$ cat src/hdl/otr_defines.svh
/*
 Constants for the output relay and thermal trip block.
 Assumes a 50 MHz clock and 8-bit APB byte addresses.
*/
`ifndef OTR_DEFINES_SVH
`define OTR_DEFINES_SVH
// ----------------------------------------
// Timing
// ----------------------------------------
`define OTR_CLK_HZ 50000000
`define OTR_TICK_US 1000
`define OTR_TICK_CYC (`OTR_CLK_HZ / 1000000 * `OTR_TICK_US)
`define OTR_FLASH_MS 2000
`define OTR_FLASH_TICKS (`OTR_FLASH_MS * 1000 / `OTR_TICK_US)
// ----------------------------------------
// Register offsets
// ----------------------------------------
`define OTR_CTRL_OFS 8'h00
`define OTR_ASGN_OFS 8'h04
`define OTR_FULL_LOAD_OFS 8'h08
`define OTR_COOL_OFS 8'h0C
`define OTR_STAT_OFS 8'h10
`define OTR_HEAT_OFS 8'h14
`define OTR_FULL_OFS 8'h18
// ----------------------------------------
// Fields and reset values
// ----------------------------------------
`define OTR_POL_LSB 0
`define OTR_LAT_LSB 4
`define OTR_SET_LSB 8
`define OTR_CSEL_BIT 16
`define OTR_PRE_LSB 0
`define OTR_LRN_LSB 8
`define OTR_POL_RST 4'h1
`define OTR_LAT_RST 4'h0
`define OTR_SET_RST 7'h00
`define OTR_ASGN_RST 32'h0000_0000
`define OTR_FULL_LOAD_RST 12'h064
`define OTR_PRE_RST 4'h8
`define OTR_LRN_RST 4'hA
`define OTR_FULL_PCT 7'h64
`define OTR_TRIP_IDX 0
`define OTR_AUX2_IDX 3
`endif

$ cat src/hdl/otr_pkg.sv
/*
 Types for the output relay and thermal trip block.
 Assumes otr_defines.svh is on the include path.
*/
package otr_pkg;
    typedef enum logic [1:0] {
        APB_IDLE = 2'b01,
        APB_DONE = 2'b10
    } otr_apb_e;
    typedef logic [3:0] otr_relay_t;
endpackage

$ cat src/hdl/otr_thermal.sv
/*
 Thermal memory: heat in units of percent times current.
 Assumes a one-cycle tick enable and synchronous current samples.
*/
`timescale 1ns/1ps
`include "otr_defines.svh"
module otr_thermal import otr_pkg::*; #(
    parameter int CW = 12,
    parameter int HW = 24
) (
    input wire logic clk,
    input wire logic srst,
    input wire logic tick,
    input wire logic [CW-1:0] current,
    input wire logic [CW-1:0] fullLoadCurrent,
    input wire logic [6:0] setPct,
    input wire logic [3:0] coolShift,
    output logic [HW-1:0] heatReg,
    output logic [HW-1:0] fullReg,
    output logic tripReg
);
    logic [HW-1:0] target;
    logic [HW-1:0] diff;
    logic [HW-1:0] step;
    logic [HW:0] sum;
    logic [HW-1:0] heatNext;
    logic over;

    always_comb begin
        target = HW'(setPct * current);
        over = current > fullLoadCurrent;
        sum = {1'b0, heatReg} + (HW+1)'(current - fullLoadCurrent);
        diff = (heatReg > target) ? heatReg - target : target - heatReg;
        step = diff >> coolShift;
        if (step == '0) begin
            step = (diff != '0) ? HW'(1) : '0;
        end
        if (over) begin
            heatNext = sum[HW] ? '1 : sum[HW-1:0];
        end else if (heatReg > target) begin
            heatNext = heatReg - step;
        end else begin
            heatNext = heatReg + step;
        end
    end

    always_ff @(posedge clk) begin
        if (srst) begin
            heatReg <= '0;
        end else if (tick) begin
            heatReg <= heatNext;
        end
    end

    always_ff @(posedge clk) begin
        if (srst) begin
            fullReg <= '0;
            tripReg <= 1'b0;
        end else begin
            fullReg <= HW'(`OTR_FULL_PCT * fullLoadCurrent);
            tripReg <= heatReg >= HW'(`OTR_FULL_PCT * fullLoadCurrent);
        end
    end

    decay_down_a: assert property (@(posedge clk) disable iff (srst)
        tick && !over && heatReg > target |=> heatReg < $past(heatReg))
        else $error("heat did not fall toward steady value");
endmodule

$ cat src/hdl/otr_flash.sv
/*
 Flash message timer: holds the show flag for a fixed count of ticks.
 Assumes a one-cycle tick enable and a one-cycle start pulse.
*/
`timescale 1ns/1ps
`include "otr_defines.svh"
module otr_flash import otr_pkg::*; #(
    parameter int TICKS = `OTR_FLASH_TICKS
) (
    input wire logic clk,
    input wire logic srst,
    input wire logic tick,
    input wire logic start,
    output logic showReg
);
    logic [$clog2(TICKS+1)-1:0] cntReg;

    always_ff @(posedge clk) begin
        if (srst) begin
            cntReg <= '0;
            showReg <= 1'b0;
        end else if (start) begin
            cntReg <= ($clog2(TICKS+1))'(TICKS);
            showReg <= 1'b1;
        end else if (tick && cntReg != '0) begin
            cntReg <= cntReg - 1'b1;
            showReg <= cntReg != 1'b1;
        end
    end

    flash_load_a: assert property (@(posedge clk) disable iff (srst)
        start |=> showReg && cntReg == ($clog2(TICKS+1))'(TICKS))
        else $error("flash timer not loaded");
endmodule

$ cat src/hdl/otr_top.sv
/*
 Output relay control and thermal trip, with an APB register file.
 Assumes protection conditions, reset inputs, power status and current
 are synchronous to clk; coil outputs drive the relay drivers.
*/
`timescale 1ns/1ps
`include "otr_defines.svh"
// Behaviour
// - Polarity per relay configurable; trip fail-safe default
// - Power loss drops every coil to unpowered
// - Steady heat equals setpoint times current fraction
// - After overload heat decays exponentially to steady
// - Settled heat shortens trip time by same share
// - Relay activates when any assigned condition asserts
// - Relay inactive when no assigned condition, unless latched
// - Latched relay holds until key or external reset
// - Trip and second auxiliary always latched
// - Unlatched relay clears once conditions clear
// - Fail-safe coil energized inactive, released active
// - Second auxiliary always fail-safe
// - Non-fail-safe coil energized only while active
// - Flash message shown fixed time then removed
// - Full thermal capacity raises overload trip
// - Cooling uses learned or preset rate
module otr_top import otr_pkg::*; #(
    parameter int CW = 12,
    parameter int HW = 24,
    parameter int TICK_CYC = `OTR_TICK_CYC,
    parameter int FLASH_TICKS = `OTR_FLASH_TICKS
) (
    input wire logic clk,
    input wire logic srst,
    input wire logic [7:0] paddr,
    input wire logic psel,
    input wire logic penable,
    input wire logic pwrite,
    input wire logic [31:0] pwdata,
    output logic [31:0] prdata,
    output logic pready,
    output logic pslverr,
    input wire logic [6:0] cond,
    input wire logic resetKey,
    input wire logic extReset,
    input wire logic powerOk,
    input wire logic [CW-1:0] current,
    input wire logic flashEvent,
    output otr_relay_t coil,
    output otr_relay_t relayActive,
    output logic overloadTrip,
    output logic flashShow
);
    // ----------------------------------------
    // Declarations
    // ----------------------------------------
    otr_apb_e stateReg;
    otr_relay_t polReg;
    otr_relay_t latReg;
    logic [6:0] setReg;
    logic coolSelReg;
    logic [31:0] asgnReg;
    logic [CW-1:0] fullLoadCurrentReg;
    logic [3:0] preReg;
    logic [3:0] lrnReg;
    logic [$clog2(TICK_CYC)-1:0] divReg;
    logic tickReg;
    otr_relay_t activeReg;
    otr_relay_t activeNext;
    otr_relay_t coilReg;
    otr_relay_t req;
    otr_relay_t latEff;
    otr_relay_t fsEff;
    logic [7:0] condAll;
    logic rstReq;
    logic [3:0] coolShift;
    logic [HW-1:0] heat;
    logic [HW-1:0] full;
    logic tripFlag;
    logic access;
    logic [31:0] rdMux;

    // Address decode, shared by read and write paths
    function automatic logic isReg(input logic [7:0] a, input logic [7:0] ofs);
        isReg = a == ofs;
    endfunction

    function automatic logic mapped(input logic [7:0] a);
        mapped = isReg(a, `OTR_CTRL_OFS) || isReg(a, `OTR_ASGN_OFS) ||
            isReg(a, `OTR_FULL_LOAD_OFS) || isReg(a, `OTR_COOL_OFS) ||
            isReg(a, `OTR_STAT_OFS) || isReg(a, `OTR_HEAT_OFS) ||
            isReg(a, `OTR_FULL_OFS);
    endfunction

    // ----------------------------------------
    // APB slave
    // ----------------------------------------
    assign access = psel && penable;

    always_ff @(posedge clk) begin
        if (srst) begin
            stateReg <= APB_IDLE;
        end else begin
            case (stateReg)
                APB_IDLE: begin
                    if (access) begin
                        stateReg <= APB_DONE;
                    end
                end
                APB_DONE: begin
                    stateReg <= APB_IDLE;
                end
                default: begin
                    stateReg <= APB_IDLE;
                end
            endcase
        end
    end

    always_comb begin
        rdMux = '0;
        if (isReg(paddr, `OTR_CTRL_OFS)) begin
            rdMux[`OTR_POL_LSB +: 4] = polReg;
            rdMux[`OTR_LAT_LSB +: 4] = latReg;
            rdMux[`OTR_SET_LSB +: 7] = setReg;
            rdMux[`OTR_CSEL_BIT] = coolSelReg;
        end else if (isReg(paddr, `OTR_ASGN_OFS)) begin
            rdMux = asgnReg;
        end else if (isReg(paddr, `OTR_FULL_LOAD_OFS)) begin
            rdMux[CW-1:0] = fullLoadCurrentReg;
        end else if (isReg(paddr, `OTR_COOL_OFS)) begin
            rdMux[`OTR_PRE_LSB +: 4] = preReg;
            rdMux[`OTR_LRN_LSB +: 4] = lrnReg;
        end else if (isReg(paddr, `OTR_STAT_OFS)) begin
            rdMux[11:0] = {powerOk, flashShow, overloadTrip, 1'b0, coilReg, activeReg};
        end else if (isReg(paddr, `OTR_HEAT_OFS)) begin
            rdMux[HW-1:0] = heat;
        end else if (isReg(paddr, `OTR_FULL_OFS)) begin
            rdMux[HW-1:0] = full;
        end
    end

    always_ff @(posedge clk) begin
        if (srst) begin
            prdata <= '0;
            pslverr <= 1'b0;
        end else if (stateReg == APB_IDLE && access) begin
            prdata <= pwrite ? 32'h0000_0000 : rdMux;
            pslverr <= !mapped(paddr);
        end else begin
            pslverr <= 1'b0;
        end
    end

    assign pready = stateReg[1];

    // ----------------------------------------
    // Control registers
    // ----------------------------------------
    always_ff @(posedge clk) begin
        if (srst) begin
            polReg <= `OTR_POL_RST;
            latReg <= `OTR_LAT_RST;
            setReg <= `OTR_SET_RST;
            coolSelReg <= 1'b0;
        end else if (pready && access && pwrite && isReg(paddr, `OTR_CTRL_OFS)) begin
            polReg <= pwdata[`OTR_POL_LSB +: 4];
            latReg <= pwdata[`OTR_LAT_LSB +: 4];
            setReg <= pwdata[`OTR_SET_LSB +: 7];
            coolSelReg <= pwdata[`OTR_CSEL_BIT];
        end
    end

    always_ff @(posedge clk) begin
        if (srst) begin
            asgnReg <= `OTR_ASGN_RST;
        end else if (pready && access && pwrite && isReg(paddr, `OTR_ASGN_OFS)) begin
            asgnReg <= pwdata;
        end
    end

    always_ff @(posedge clk) begin
        if (srst) begin
            fullLoadCurrentReg <= `OTR_FULL_LOAD_RST;
        end else if (pready && access && pwrite && isReg(paddr, `OTR_FULL_LOAD_OFS)) begin
            fullLoadCurrentReg <= pwdata[CW-1:0];
        end
    end

    always_ff @(posedge clk) begin
        if (srst) begin
            preReg <= `OTR_PRE_RST;
            lrnReg <= `OTR_LRN_RST;
        end else if (pready && access && pwrite && isReg(paddr, `OTR_COOL_OFS)) begin
            preReg <= pwdata[`OTR_PRE_LSB +: 4];
            lrnReg <= pwdata[`OTR_LRN_LSB +: 4];
        end
    end

    // ----------------------------------------
    // Millisecond tick
    // ----------------------------------------
    always_ff @(posedge clk) begin
        if (srst) begin
            divReg <= '0;
            tickReg <= 1'b0;
        end else begin
            tickReg <= divReg == ($clog2(TICK_CYC))'(TICK_CYC - 1);
            divReg <= (divReg == ($clog2(TICK_CYC))'(TICK_CYC - 1)) ? '0 : divReg + 1'b1;
        end
    end

    // ----------------------------------------
    // Thermal model and flash timer
    // ----------------------------------------
    assign coolShift = coolSelReg ? lrnReg : preReg;

    otr_thermal #(
        .CW(CW),
        .HW(HW)
    ) thermal (
        .clk(clk),
        .srst(srst),
        .tick(tickReg),
        .current(current),
        .fullLoadCurrent(fullLoadCurrentReg),
        .setPct(setReg),
        .coolShift(coolShift),
        .heatReg(heat),
        .fullReg(full),
        .tripReg(tripFlag)
    );

    otr_flash #(
        .TICKS(FLASH_TICKS)
    ) flash (
        .clk(clk),
        .srst(srst),
        .tick(tickReg),
        .start(flashEvent),
        .showReg(flashShow)
    );

    assign overloadTrip = tripFlag;

    // ----------------------------------------
    // Output relays
    // ----------------------------------------
    assign condAll = {tripFlag, cond};
    assign rstReq = resetKey || extReset;

    for (genvar i = 0; i < 4; i++) begin : g_relay
        assign req[i] = |(asgnReg[8*i +: 8] & condAll);
        assign latEff[i] = latReg[i] || i == `OTR_TRIP_IDX || i == `OTR_AUX2_IDX;
        assign fsEff[i] = polReg[i] || i == `OTR_AUX2_IDX;
        // Reset cannot clear while a condition holds the request
        assign activeNext[i] = req[i] || (latEff[i] && activeReg[i] && !rstReq);
    end

    always_ff @(posedge clk) begin
        if (srst) begin
            activeReg <= '0;
        end else begin
            activeReg <= activeNext;
        end
    end

    always_ff @(posedge clk) begin
        if (srst) begin
            coilReg <= '0;
        end else if (!powerOk) begin
            coilReg <= '0;
        end else begin
            coilReg <= activeReg ^ fsEff;
        end
    end

    assign coil = coilReg;
    assign relayActive = activeReg;

    // ----------------------------------------
    // Checks
    // ----------------------------------------
    pol_default_a: assert property (@(posedge clk)
        srst |=> polReg == `OTR_POL_RST)
        else $error("trip not fail-safe after reset");

    coil_unpowered_a: assert property (@(posedge clk) disable iff (srst)
        !powerOk |=> coil == '0)
        else $error("coil energized without control power");

    relay_activate_a: assert property (@(posedge clk) disable iff (srst)
        req[1] |=> relayActive[1])
        else $error("assigned condition did not activate relay");

    trip_latched_a: assert property (@(posedge clk) disable iff (srst)
        relayActive[0] && !rstReq |=> relayActive[0])
        else $error("trip relay released without reset");

    aux2_latched_a: assert property (@(posedge clk) disable iff (srst)
        relayActive[3] && !rstReq ##1 !rstReq |=> relayActive[3])
        else $error("second auxiliary not latched");

    unlatch_clear_a: assert property (@(posedge clk) disable iff (srst)
        !latReg[1] && !req[1] |=> !relayActive[1])
        else $error("unlatched relay did not clear");

    coil_polarity_a: assert property (@(posedge clk) disable iff (srst)
        powerOk |=> coil == ($past(relayActive) ^ $past(fsEff)))
        else $error("coil polarity wrong");

    aux2_failsafe_a: assert property (@(posedge clk) disable iff (srst)
        powerOk && !relayActive[3] |=> coil[3])
        else $error("second auxiliary not fail-safe");

    nonfs_idle_a: assert property (@(posedge clk) disable iff (srst)
        !polReg[2] && !relayActive[2] |=> !coil[2])
        else $error("non-fail-safe coil energized while inactive");

    reset_blocked_a: assert property (@(posedge clk) disable iff (srst)
        rstReq && req[0] |=> relayActive[0])
        else $error("reset cleared relay with live condition");

    overload_trip_a: assert property (@(posedge clk) disable iff (srst)
        !$past(srst) && heat >= full && $stable(fullLoadCurrentReg) |=> overloadTrip)
        else $error("full thermal capacity without trip");

    trip_cov: cover property (@(posedge clk) disable iff (srst)
        $rose(overloadTrip));
    reset_cov: cover property (@(posedge clk) disable iff (srst)
        relayActive[0] && rstReq ##1 !relayActive[0]);
    power_cov: cover property (@(posedge clk) disable iff (srst)
        $fell(powerOk) && relayActive != '0);
    flash_cov: cover property (@(posedge clk) disable iff (srst)
        $fell(flashShow));
endmodule

$ cat config.mk
export PLATFORM = sky130hd
export DESIGN_NAME = otr_top
export DESIGN_NICKNAME = d
export VERILOG_FILES = /design/src/hdl/otr_pkg.sv /design/src/hdl/otr_thermal.sv /design/src/hdl/otr_flash.sv /design/src/hdl/otr_top.sv
export VERILOG_INCLUDE_DIRS = /design/src /design/src/hdl
export SDC_FILE = /design/constraint.sdc
export NUM_CORES = 1
export LEC_CHECK = 0
export BUFFER_PORTS_ARGS = -buffer_cell sky130_fd_sc_hd__buf_4
export CORE_MARGIN = 5
export CORE_UTILIZATION = 44
export CTS_CLUSTER_SIZE = 16
export DETAILED_ROUTE_END_ITERATION = 6
export SLEW_MARGIN = 15
export SYNTH_ARGS = -nofsm -noshare
export SYNTH_HDL_FRONTEND = slang
export SYNTH_HIERARCHICAL = 1
export SYNTH_SLANG_ARGS = --single-unit
$ cat constraint.sdc
create_clock -name clk -period 15.3 [get_ports clk]
set_input_delay 4.59 -clock clk [delete_from_list [all_inputs] [get_ports clk]]
set_output_delay 4.59 -clock clk [all_outputs]
set_load 0.02 [all_outputs]
==> summary.txt, run 1 <==
Setup path
  • Endpoint class of the critical path: flip-flop
  • Critical Path AT: 15.88 ns
  • Worst setup SP type: input pin
  • Worst Path Max Fanout: 6
  • Worst path required time: 15.64 ns
  • Critical path class: in2reg
  • R2r endpoint: thermal/heatReg[23]
  • Slowest-stage cell, CP: fa_1
  • R2R Path Start: setReg[5]
  • R2r setup slk: 3.36 ns
  • CP peak stage delay: 0.55 ns
  • R2R depth: 52
  • Worst Path Buf+Inv: 10
  • CP top delay family: compound AO/OA/AOI/OAI gates
  • Most frequent CP cell: o21ai_2

Synth
  • Mapped Cells: 2674
  • Distinct cells, synth: 125
  • Number of synthesized flops with an enable pin: 0
  • Number of synthesized register bits: 182
  • Cell Area, Synth: 20600 um^2
  • Sequential area share after synthesis: 17.69%
  • Avg Cell Area, Syn: 7.703 um^2
  • Yosys warns: 6
  • Post-synth ARST share: 0%
  • Post-synth top flop: dfxtp_1

Layout
  • Post-route design area: 25580 um^2
  • Commonest non-fill, non-tap cells in the layout: 469 x buf_4, 306 x nand2_1, 208 x inv_1
  • Commonest non-fill, non-tap cell in the layout: buf_4
  • Antenna cell count: 0
  • Ratio of cells with drive above 1 in the final layout: 23.38%
  • Filler Cell Count: 4451
  • Nets@finish: 3368
  • Area grow syn2layout: 24.18%

Global route
  • First-pass GRT wire length: 117100 um
  • Initial antenna violation count: 1
  • Global-route usage over all layers: 28.46%
  • GR Overflow Total: 0
  • Largest net degree at the start of global routing: 94
  • Number of global-route vias before repair: 21225

Drt
  • Average wire per standard cell: 20.68 um
  • Final Routed Wirelength: 75710 um
  • Antenna viol nets, final: 0
  • Vias: 22038
  • Iteration-0 DRC Markers: 1937
  • Drt via density: 6.020
  • Drt first pass iters: 6
  • DRC: 0

Clocking
  • Clk sinks: 182
  • H-tree depth: 4
  • Longest Clk Path Bufs: 2
  • CTS buffer count: 17
  • Root Buffer: clkbuf_16
  • Clock latency on the worst-skew pair: 0.46 ns
  • TritonCTS clock tree: built
  • Clock Pin Slew Worst Setup and Hold Paths: 0.08 ns

Worst hold path
  • HP Start: polReg[3]
  • Worst min-delay path category: reg2reg
  • Hold Path Stages: 2
  • Hold endpoint: polReg[3]

Power and ir drop
  • Power per cell area: 41.81 nW/um^2
  • VDD IR max: 0.09341 mV
  • Leak Pwr: 11.36 nW
  • PnR Total Power: 1.069 mW

Timing
  • Worst-margin pin slew: 1.103 ns
  • Setup TNS: -1.035 ns
  • FMAX: 0.06436 GHz
  • Post-route setup slack: -0.2382 ns
  • RSZ-0062 raised after global routing: yes
  • Clk_skew: 0.02304 ns
  • Final hold vios: 0
  • Final Cycle Share: 101.6%
  • Max-slew violations: 0
  • Minimum clock period: 15.54 ns
  • Slew HR: 26.48%
  • Final Setup Violations: 7

Place
  • Post-DP HPWL: 59340 um
  • # port buffers: 111
  • Gp weighted congestion: 0.9735
  • Area post-placement: 24060 um^2

Outcome
  • Violated checks: setup timing
  • Status: finished, violations left

Die
  • Height of the die: 226.4 um
  • Core Box Area: 46460 um^2
  • Starting Density: 44.34%
  • Die ar.: 51240 um^2
  • Io pins: 112
  • # rows: 79
  • Die width: 226.4 um

Run
  • Maximum Capacitance Violations: 0
[where the power goes]
group	leakage [nW]	total, mW	internal, mW	switching [mW]
Sequential	1.47	0.480	0.477	0.00320
Clock	0.309	0.473	0.252	0.221
Combinational	9.58	0.117	0.0458	0.0709
[worst max-delay path by stage]
stage / from / end / cells after the start
2_1_floorplan: current[3] / thermal/heatReg[23] / 53
3_3_place_gp: current[3] / thermal/heatReg[23] / 58
3_5_place_dp: current[3] / thermal/heatReg[23] / 58
4_1_cts: current[3] / thermal/heatReg[23] / 56
5_1_grt: current[4] / thermal/heatReg[22] / 59
6_report: current[4] / thermal/heatReg[23] / 58
[per-layer routing]
| layer | routed length [um] | vias up | track usage [%] |
|---|---|---|---|
| met4 | 1739 | 2 | 7.355 |
| met3 | 4718 | 128 | 3.664 |
| met1 | 32510 | 10803 | 38.21 |
| met2 | 36730 | 724 | 48.60 |
| li1 | - | 10381 | - |
| met5 | 13 | - | 0 |
[cell type report]
type	count	area (um^2)	area share [%]
Timing Repair Buffer	483	3717	14.53
Clock buffer	17	425.4	1.663
Tap cell	607	759.5	2.969
Sequential cell	182	3645	14.25
Clock inverter	15	207.7	0.8120
Inverter	216	813.3	3.180
Multi-Input combinational cell	2141	16010	62.59
[what timing repair did]
item	4_1_cts	5_1_grt
endpoints found under the hold margin	0	0
setup buffers	53	19
resized for setup	65	45
hold buffers	0	0
pin swaps	61	83
endpoints found under the setup margin	10	14
[per-stage QoR]
stage          utilization [%]  setup WS, ns  hold WS (ns)  instances
6_report                 55.06       -0.2382        0.4662       3661
5_1_grt                  55.06       -0.7831        0.4897       3661
4_1_cts                  54.58       -0.1729        0.4661       3655
3_5_place_dp             51.78        -1.059        0.4492       3570
3_3_place_gp             51.78       -0.8950        0.4435       3570
2_1_floorplan                -      -0.06662        0.4300       2680
[kinds of logic after synthesis]
kind of cell             Yosys count  synth area share (%)
buffers and inverters            357                 7.344
AND/OR/NAND/NOR                  936                 23.16
AO/OA/AOI/OAI                    783                 26.06
adder cells (fa/ha/maj)          259                 17.96
XOR/XNOR                         112                 4.853
multiplexers                      44                 2.922
other                              1               0.01821
flip-flops                       182                 17.69
[synth_stat cells (21+ instances only)]
cell	instances	share of area, %
clkbuf_1	86	1.6
a21boi_0	21	0.77
nand3_1	70	1.7
a221oi_1	26	1.1
nand2_1	311	5.7
nor3_1	45	1.1
mux2i_1	23	1.1
a211oi_1	26	0.95
xnor2_1	80	3.4
and2_1	66	2.0
nand4_1	37	1.1
o21ai_0	135	3.3
o21a_1	21	0.77
nand2b_1	35	1.1
and3_1	28	0.85
a21o_1	48	1.7
xor2_1	31	1.3
nor2_1	182	3.3
o211ai_1	27	0.98
dfxtp_1	182	18
buf_2	21	0.51
a31oi_1	33	1.0
or3_1	32	0.97
ha_1	198	12
fa_1	61	5.9
a21oi_1	209	5.1
inv_1	213	3.9
[registers in the layout, indices dropped and copies added, names as in the netlist, 2 cells and up]
name / cells
asgnReg: 32
coil: 4
divReg: 16
flash/cntReg: 11
fullLoadCurrentReg: 12
latReg: 4
lrnReg: 4
polReg: 4
prdata: 32
preReg: 4
relayActive: 4
setReg: 7
stateReg: 2
thermal/fullReg: 17
thermal/heatReg: 24
[worst reg2reg max path: cells and delay by family (launching register included)]
family	cells	cell delay (ns)
fa+ha+maj	8	3.04
simple gates	14	3.06
xor+xnor	1	0.13
buf+inv	7	0.69
flops	1	0.84
mux	2	0.71
compound gates	20	3.37
No activity file was read; power rests on OpenSTA's default activity.
==> run 2, diff against run 1 <==
- CORE_UTILIZATION: 44 -> 55
- PLACE_DENSITY: unset -> 0.76
- SETUP_SLACK_MARGIN: unset -> 0.3
==> summary.txt, run 2 (synthesis results as in run 1) <==
Worst hold path
  • Worst min-delay path category: reg2reg

Layout
  • Nets@finish: 3431 (+1.9%)
  • Ratio of cells with drive above 1 in the final layout: 26.21% (+2.8 points)
  • Largest registers: asgnReg: 32 flops, prdata: 32 flops, thermal/heatReg: 24 flops
  • Antenna cell count: 0 (unchanged)
  • Area grow syn2layout: 27.88%
  • Commonest non-fill, non-tap cells in the layout: 517 x buf_4, 306 x nand2_1, 204 x inv_1
  • Post-route design area: 26340 um^2 (+3.0%)
  • Commonest non-fill, non-tap cell in the layout: buf_4
  • Final Util: 71.61% (+17 points)
  • Filler Cell Count: 2830 (-36%)

Die
  • # rows: 70 (-11%)
  • Core Box Area: 36790 um^2 (-21%)
  • Io pins: 112 (unchanged)
  • Die width: 203.5 um (-10%)
  • Height of the die: 203.5 um (-10%)
  • Die ar.: 41420 um^2 (-19%)
  • Starting Density: 56.00% (+12 points)

Power and ir drop
  • Flop pwr share: 45.2% (+0.3 points)
  • Power per cell area: 40.30 nW/um^2 (-3.6%)
  • VDD IR max: 0.07502 mV (-20%)
  • PnR Total Power: 1.061 mW (-0.75%)
  • Comb pwr share: 11.2% (+0.3 points)
  • Clock share of power: 43.6% (-0.6 points)
  • Cell Int Power: 0.7600 mW (-1.8%)
  • Net Sw Frac: 28.40% (+0.79 points)
  • Psw: 0.3015 mW (+2.1%)
  • Leak Pwr: 11.75 nW (+3.5%)

Global route
  • Met2 usage in global routing: 58.99% (+10 points)
  • Number of global-route vias before repair: 22476 (+5.9%)
  • GRT busiest layer: met2
  • Routing usage on met3: 7.314% (+3.7 points)
  • Met1 Track Usage GR: 45.43% (+7.2 points)
  • Largest net degree at the start of global routing: 84 (-11%)
  • Global-route usage over all layers: 35.45% (+7.0 points)
  • Initial antenna violation count: 1 (unchanged)
  • First-pass GRT wire length: 119200 um (+1.8%)
  • GR Overflow Total: 0 (unchanged)

Drt
  • Antenna viol nets, final: 0 (unchanged)
  • Average wire per standard cell: 21.93 um (+6.0%)
  • Drt via density: 6.438 (+6.9%)
  • Iteration-0 DRC Markers: 2568 (+33%)
  • Final Routed Wirelength: 78600 um (+3.8%)
  • Vias: 23080 (+4.7%)
  • DRC: 0 (unchanged)
  • Drt first pass iters: 7 (+1)

Timing
  • Worst-margin pin slew: 1.227 ns (+0.1240 ns)
  • Post-route setup slack: -0.5496 ns (-0.3114 ns)
  • Clk_skew: 0.01487 ns (-0.008173 ns)
  • Setup TNS: -2.389 ns (-1.354 ns)
  • Final Setup Violations: 9 (+2)
  • Slew HR: 17.91% (-8.6 points)
  • Minimum clock period: 15.85 ns (+0.3114 ns)
  • RSZ-0062 raised after global routing: yes
  • Final Cycle Share: 103.6% (+2.0 points)
  • Max-slew violations: 0 (unchanged)
  • Final hold vios: 0 (unchanged)
  • FMAX: 0.06309 GHz (-2.0%)

Setup path
  • Worst path required time: 15.65 ns (about the same)
  • Critical path class: in2reg
  • Most frequent CP cell: a21oi_2
  • Endpoint class of the critical path: flip-flop
  • Worst Path Buf+Inv: 9 (-1)
  • Slowest-stage cell, CP: mux4_2
  • CP top delay family: compound AO/OA/AOI/OAI gates
  • Critical Path AT: 16.20 ns (+0.32 ns)
  • Worst setup SP type: input pin
  • Worst Path Max Fanout: 4 (-2)
  • CP peak stage delay: 0.56 ns (about the same)

Place
  • Area post-placement: 23940 um^2 (-0.50%)
  • Gp weighted congestion: 0.9948 (+2.2%)
  • Pre-CTS WS: -1.100 ns (-0.04022 ns)
  • Post-DP HPWL: 58230 um (-1.9%)
  • # port buffers: 111 (unchanged)

Clocking
  • Clock latency on the worst-skew pair: 0.45 ns (about the same)
  • Root Buffer: clkbuf_16
  • Clk sinks: 182 (unchanged)
  • H-tree depth: 4 (unchanged)
  • Clock Pin Slew Worst Setup and Hold Paths: 0.08 ns (about the same)
  • Longest Clk Path Bufs: 2 (unchanged)
  • CTS buffer count: 17 (unchanged)
  • TritonCTS clock tree: built

Run
  • Maximum Capacitance Violations: 0 (unchanged)

Outcome
  • Violated checks: setup timing
  • Status: finished, violations left
==> run 2: cell types whose count changed in the layout (fill, tap and decap cells not counted), moves of 4 or more <==
cell     previous run  this run
o21ai_1            16        21
ha_1              190       184
buf_4             469       517
ha_4                5        12
inv_1             208       204
a21oi_1           191       186
o21ai_0           116       112
inv_2               5        10
buf_6               9        24
==> run 2: final timing paths <==
path                   start                   to  slack, ns  depth (start not counted)
setup / recovery  current[5]  thermal/heatReg[23]      -0.55                         56
setup reg to reg   setReg[6]  thermal/heatReg[23]       2.79                         54
hold reg to reg    divReg[0]            divReg[0]       0.47                          1
hold / removal     divReg[0]            divReg[0]       0.47                          1
==> run 2: layout make-up <==
class	count	area [um^2]	area share [%]
inverters	216	810.8	3.078
repair buffers	546	4254	16.15
multi-input cells	2141	16440	62.42
well taps	468	585.6	2.223
clock inverters	14	175.2	0.6650
flip-flops and latches	182	3645	13.84
clock buffers	18	429.2	1.629
==> run 2: per-stage QoR <==
step / hold slack [ns] / instances
2_1_floorplan: 0.4300 / 2680
3_3_place_gp: 0.4420 / 3438
3_5_place_dp: 0.4551 / 3438
4_1_cts: 0.4736 / 3558
5_1_grt: 0.4857 / 3585
6_report: 0.4727 / 3585
==> run 2: power groups by stage <==
stage	Combinational (mW)	Sequential (mW)	Clock [mW]
floorplan	0.0629	0.491	0
global placement	0.107	0.491	0
detailed placement	0.109	0.491	0
CTS	0.114	0.480	0.463
global route	0.126	0.480	0.484
finish	0.119	0.480	0.463
==> run 2: repair_timing <==
action / CTS / global route
gates resized for setup: 102 / 85
setup endpoints to repair: 12 / 16
hold buffers: 0 / 0
pin swaps: 104 / 87
buffers inserted: 87 / 27
cloned: 1 / 0
==> run 2: metal layers <==
layer / routed length (um) / share of wire, %
met5: 13 / 0.017
met4: 3089 / 3.9
met3: 6950 / 8.8
met2: 36870 / 47
met1: 31680 / 40
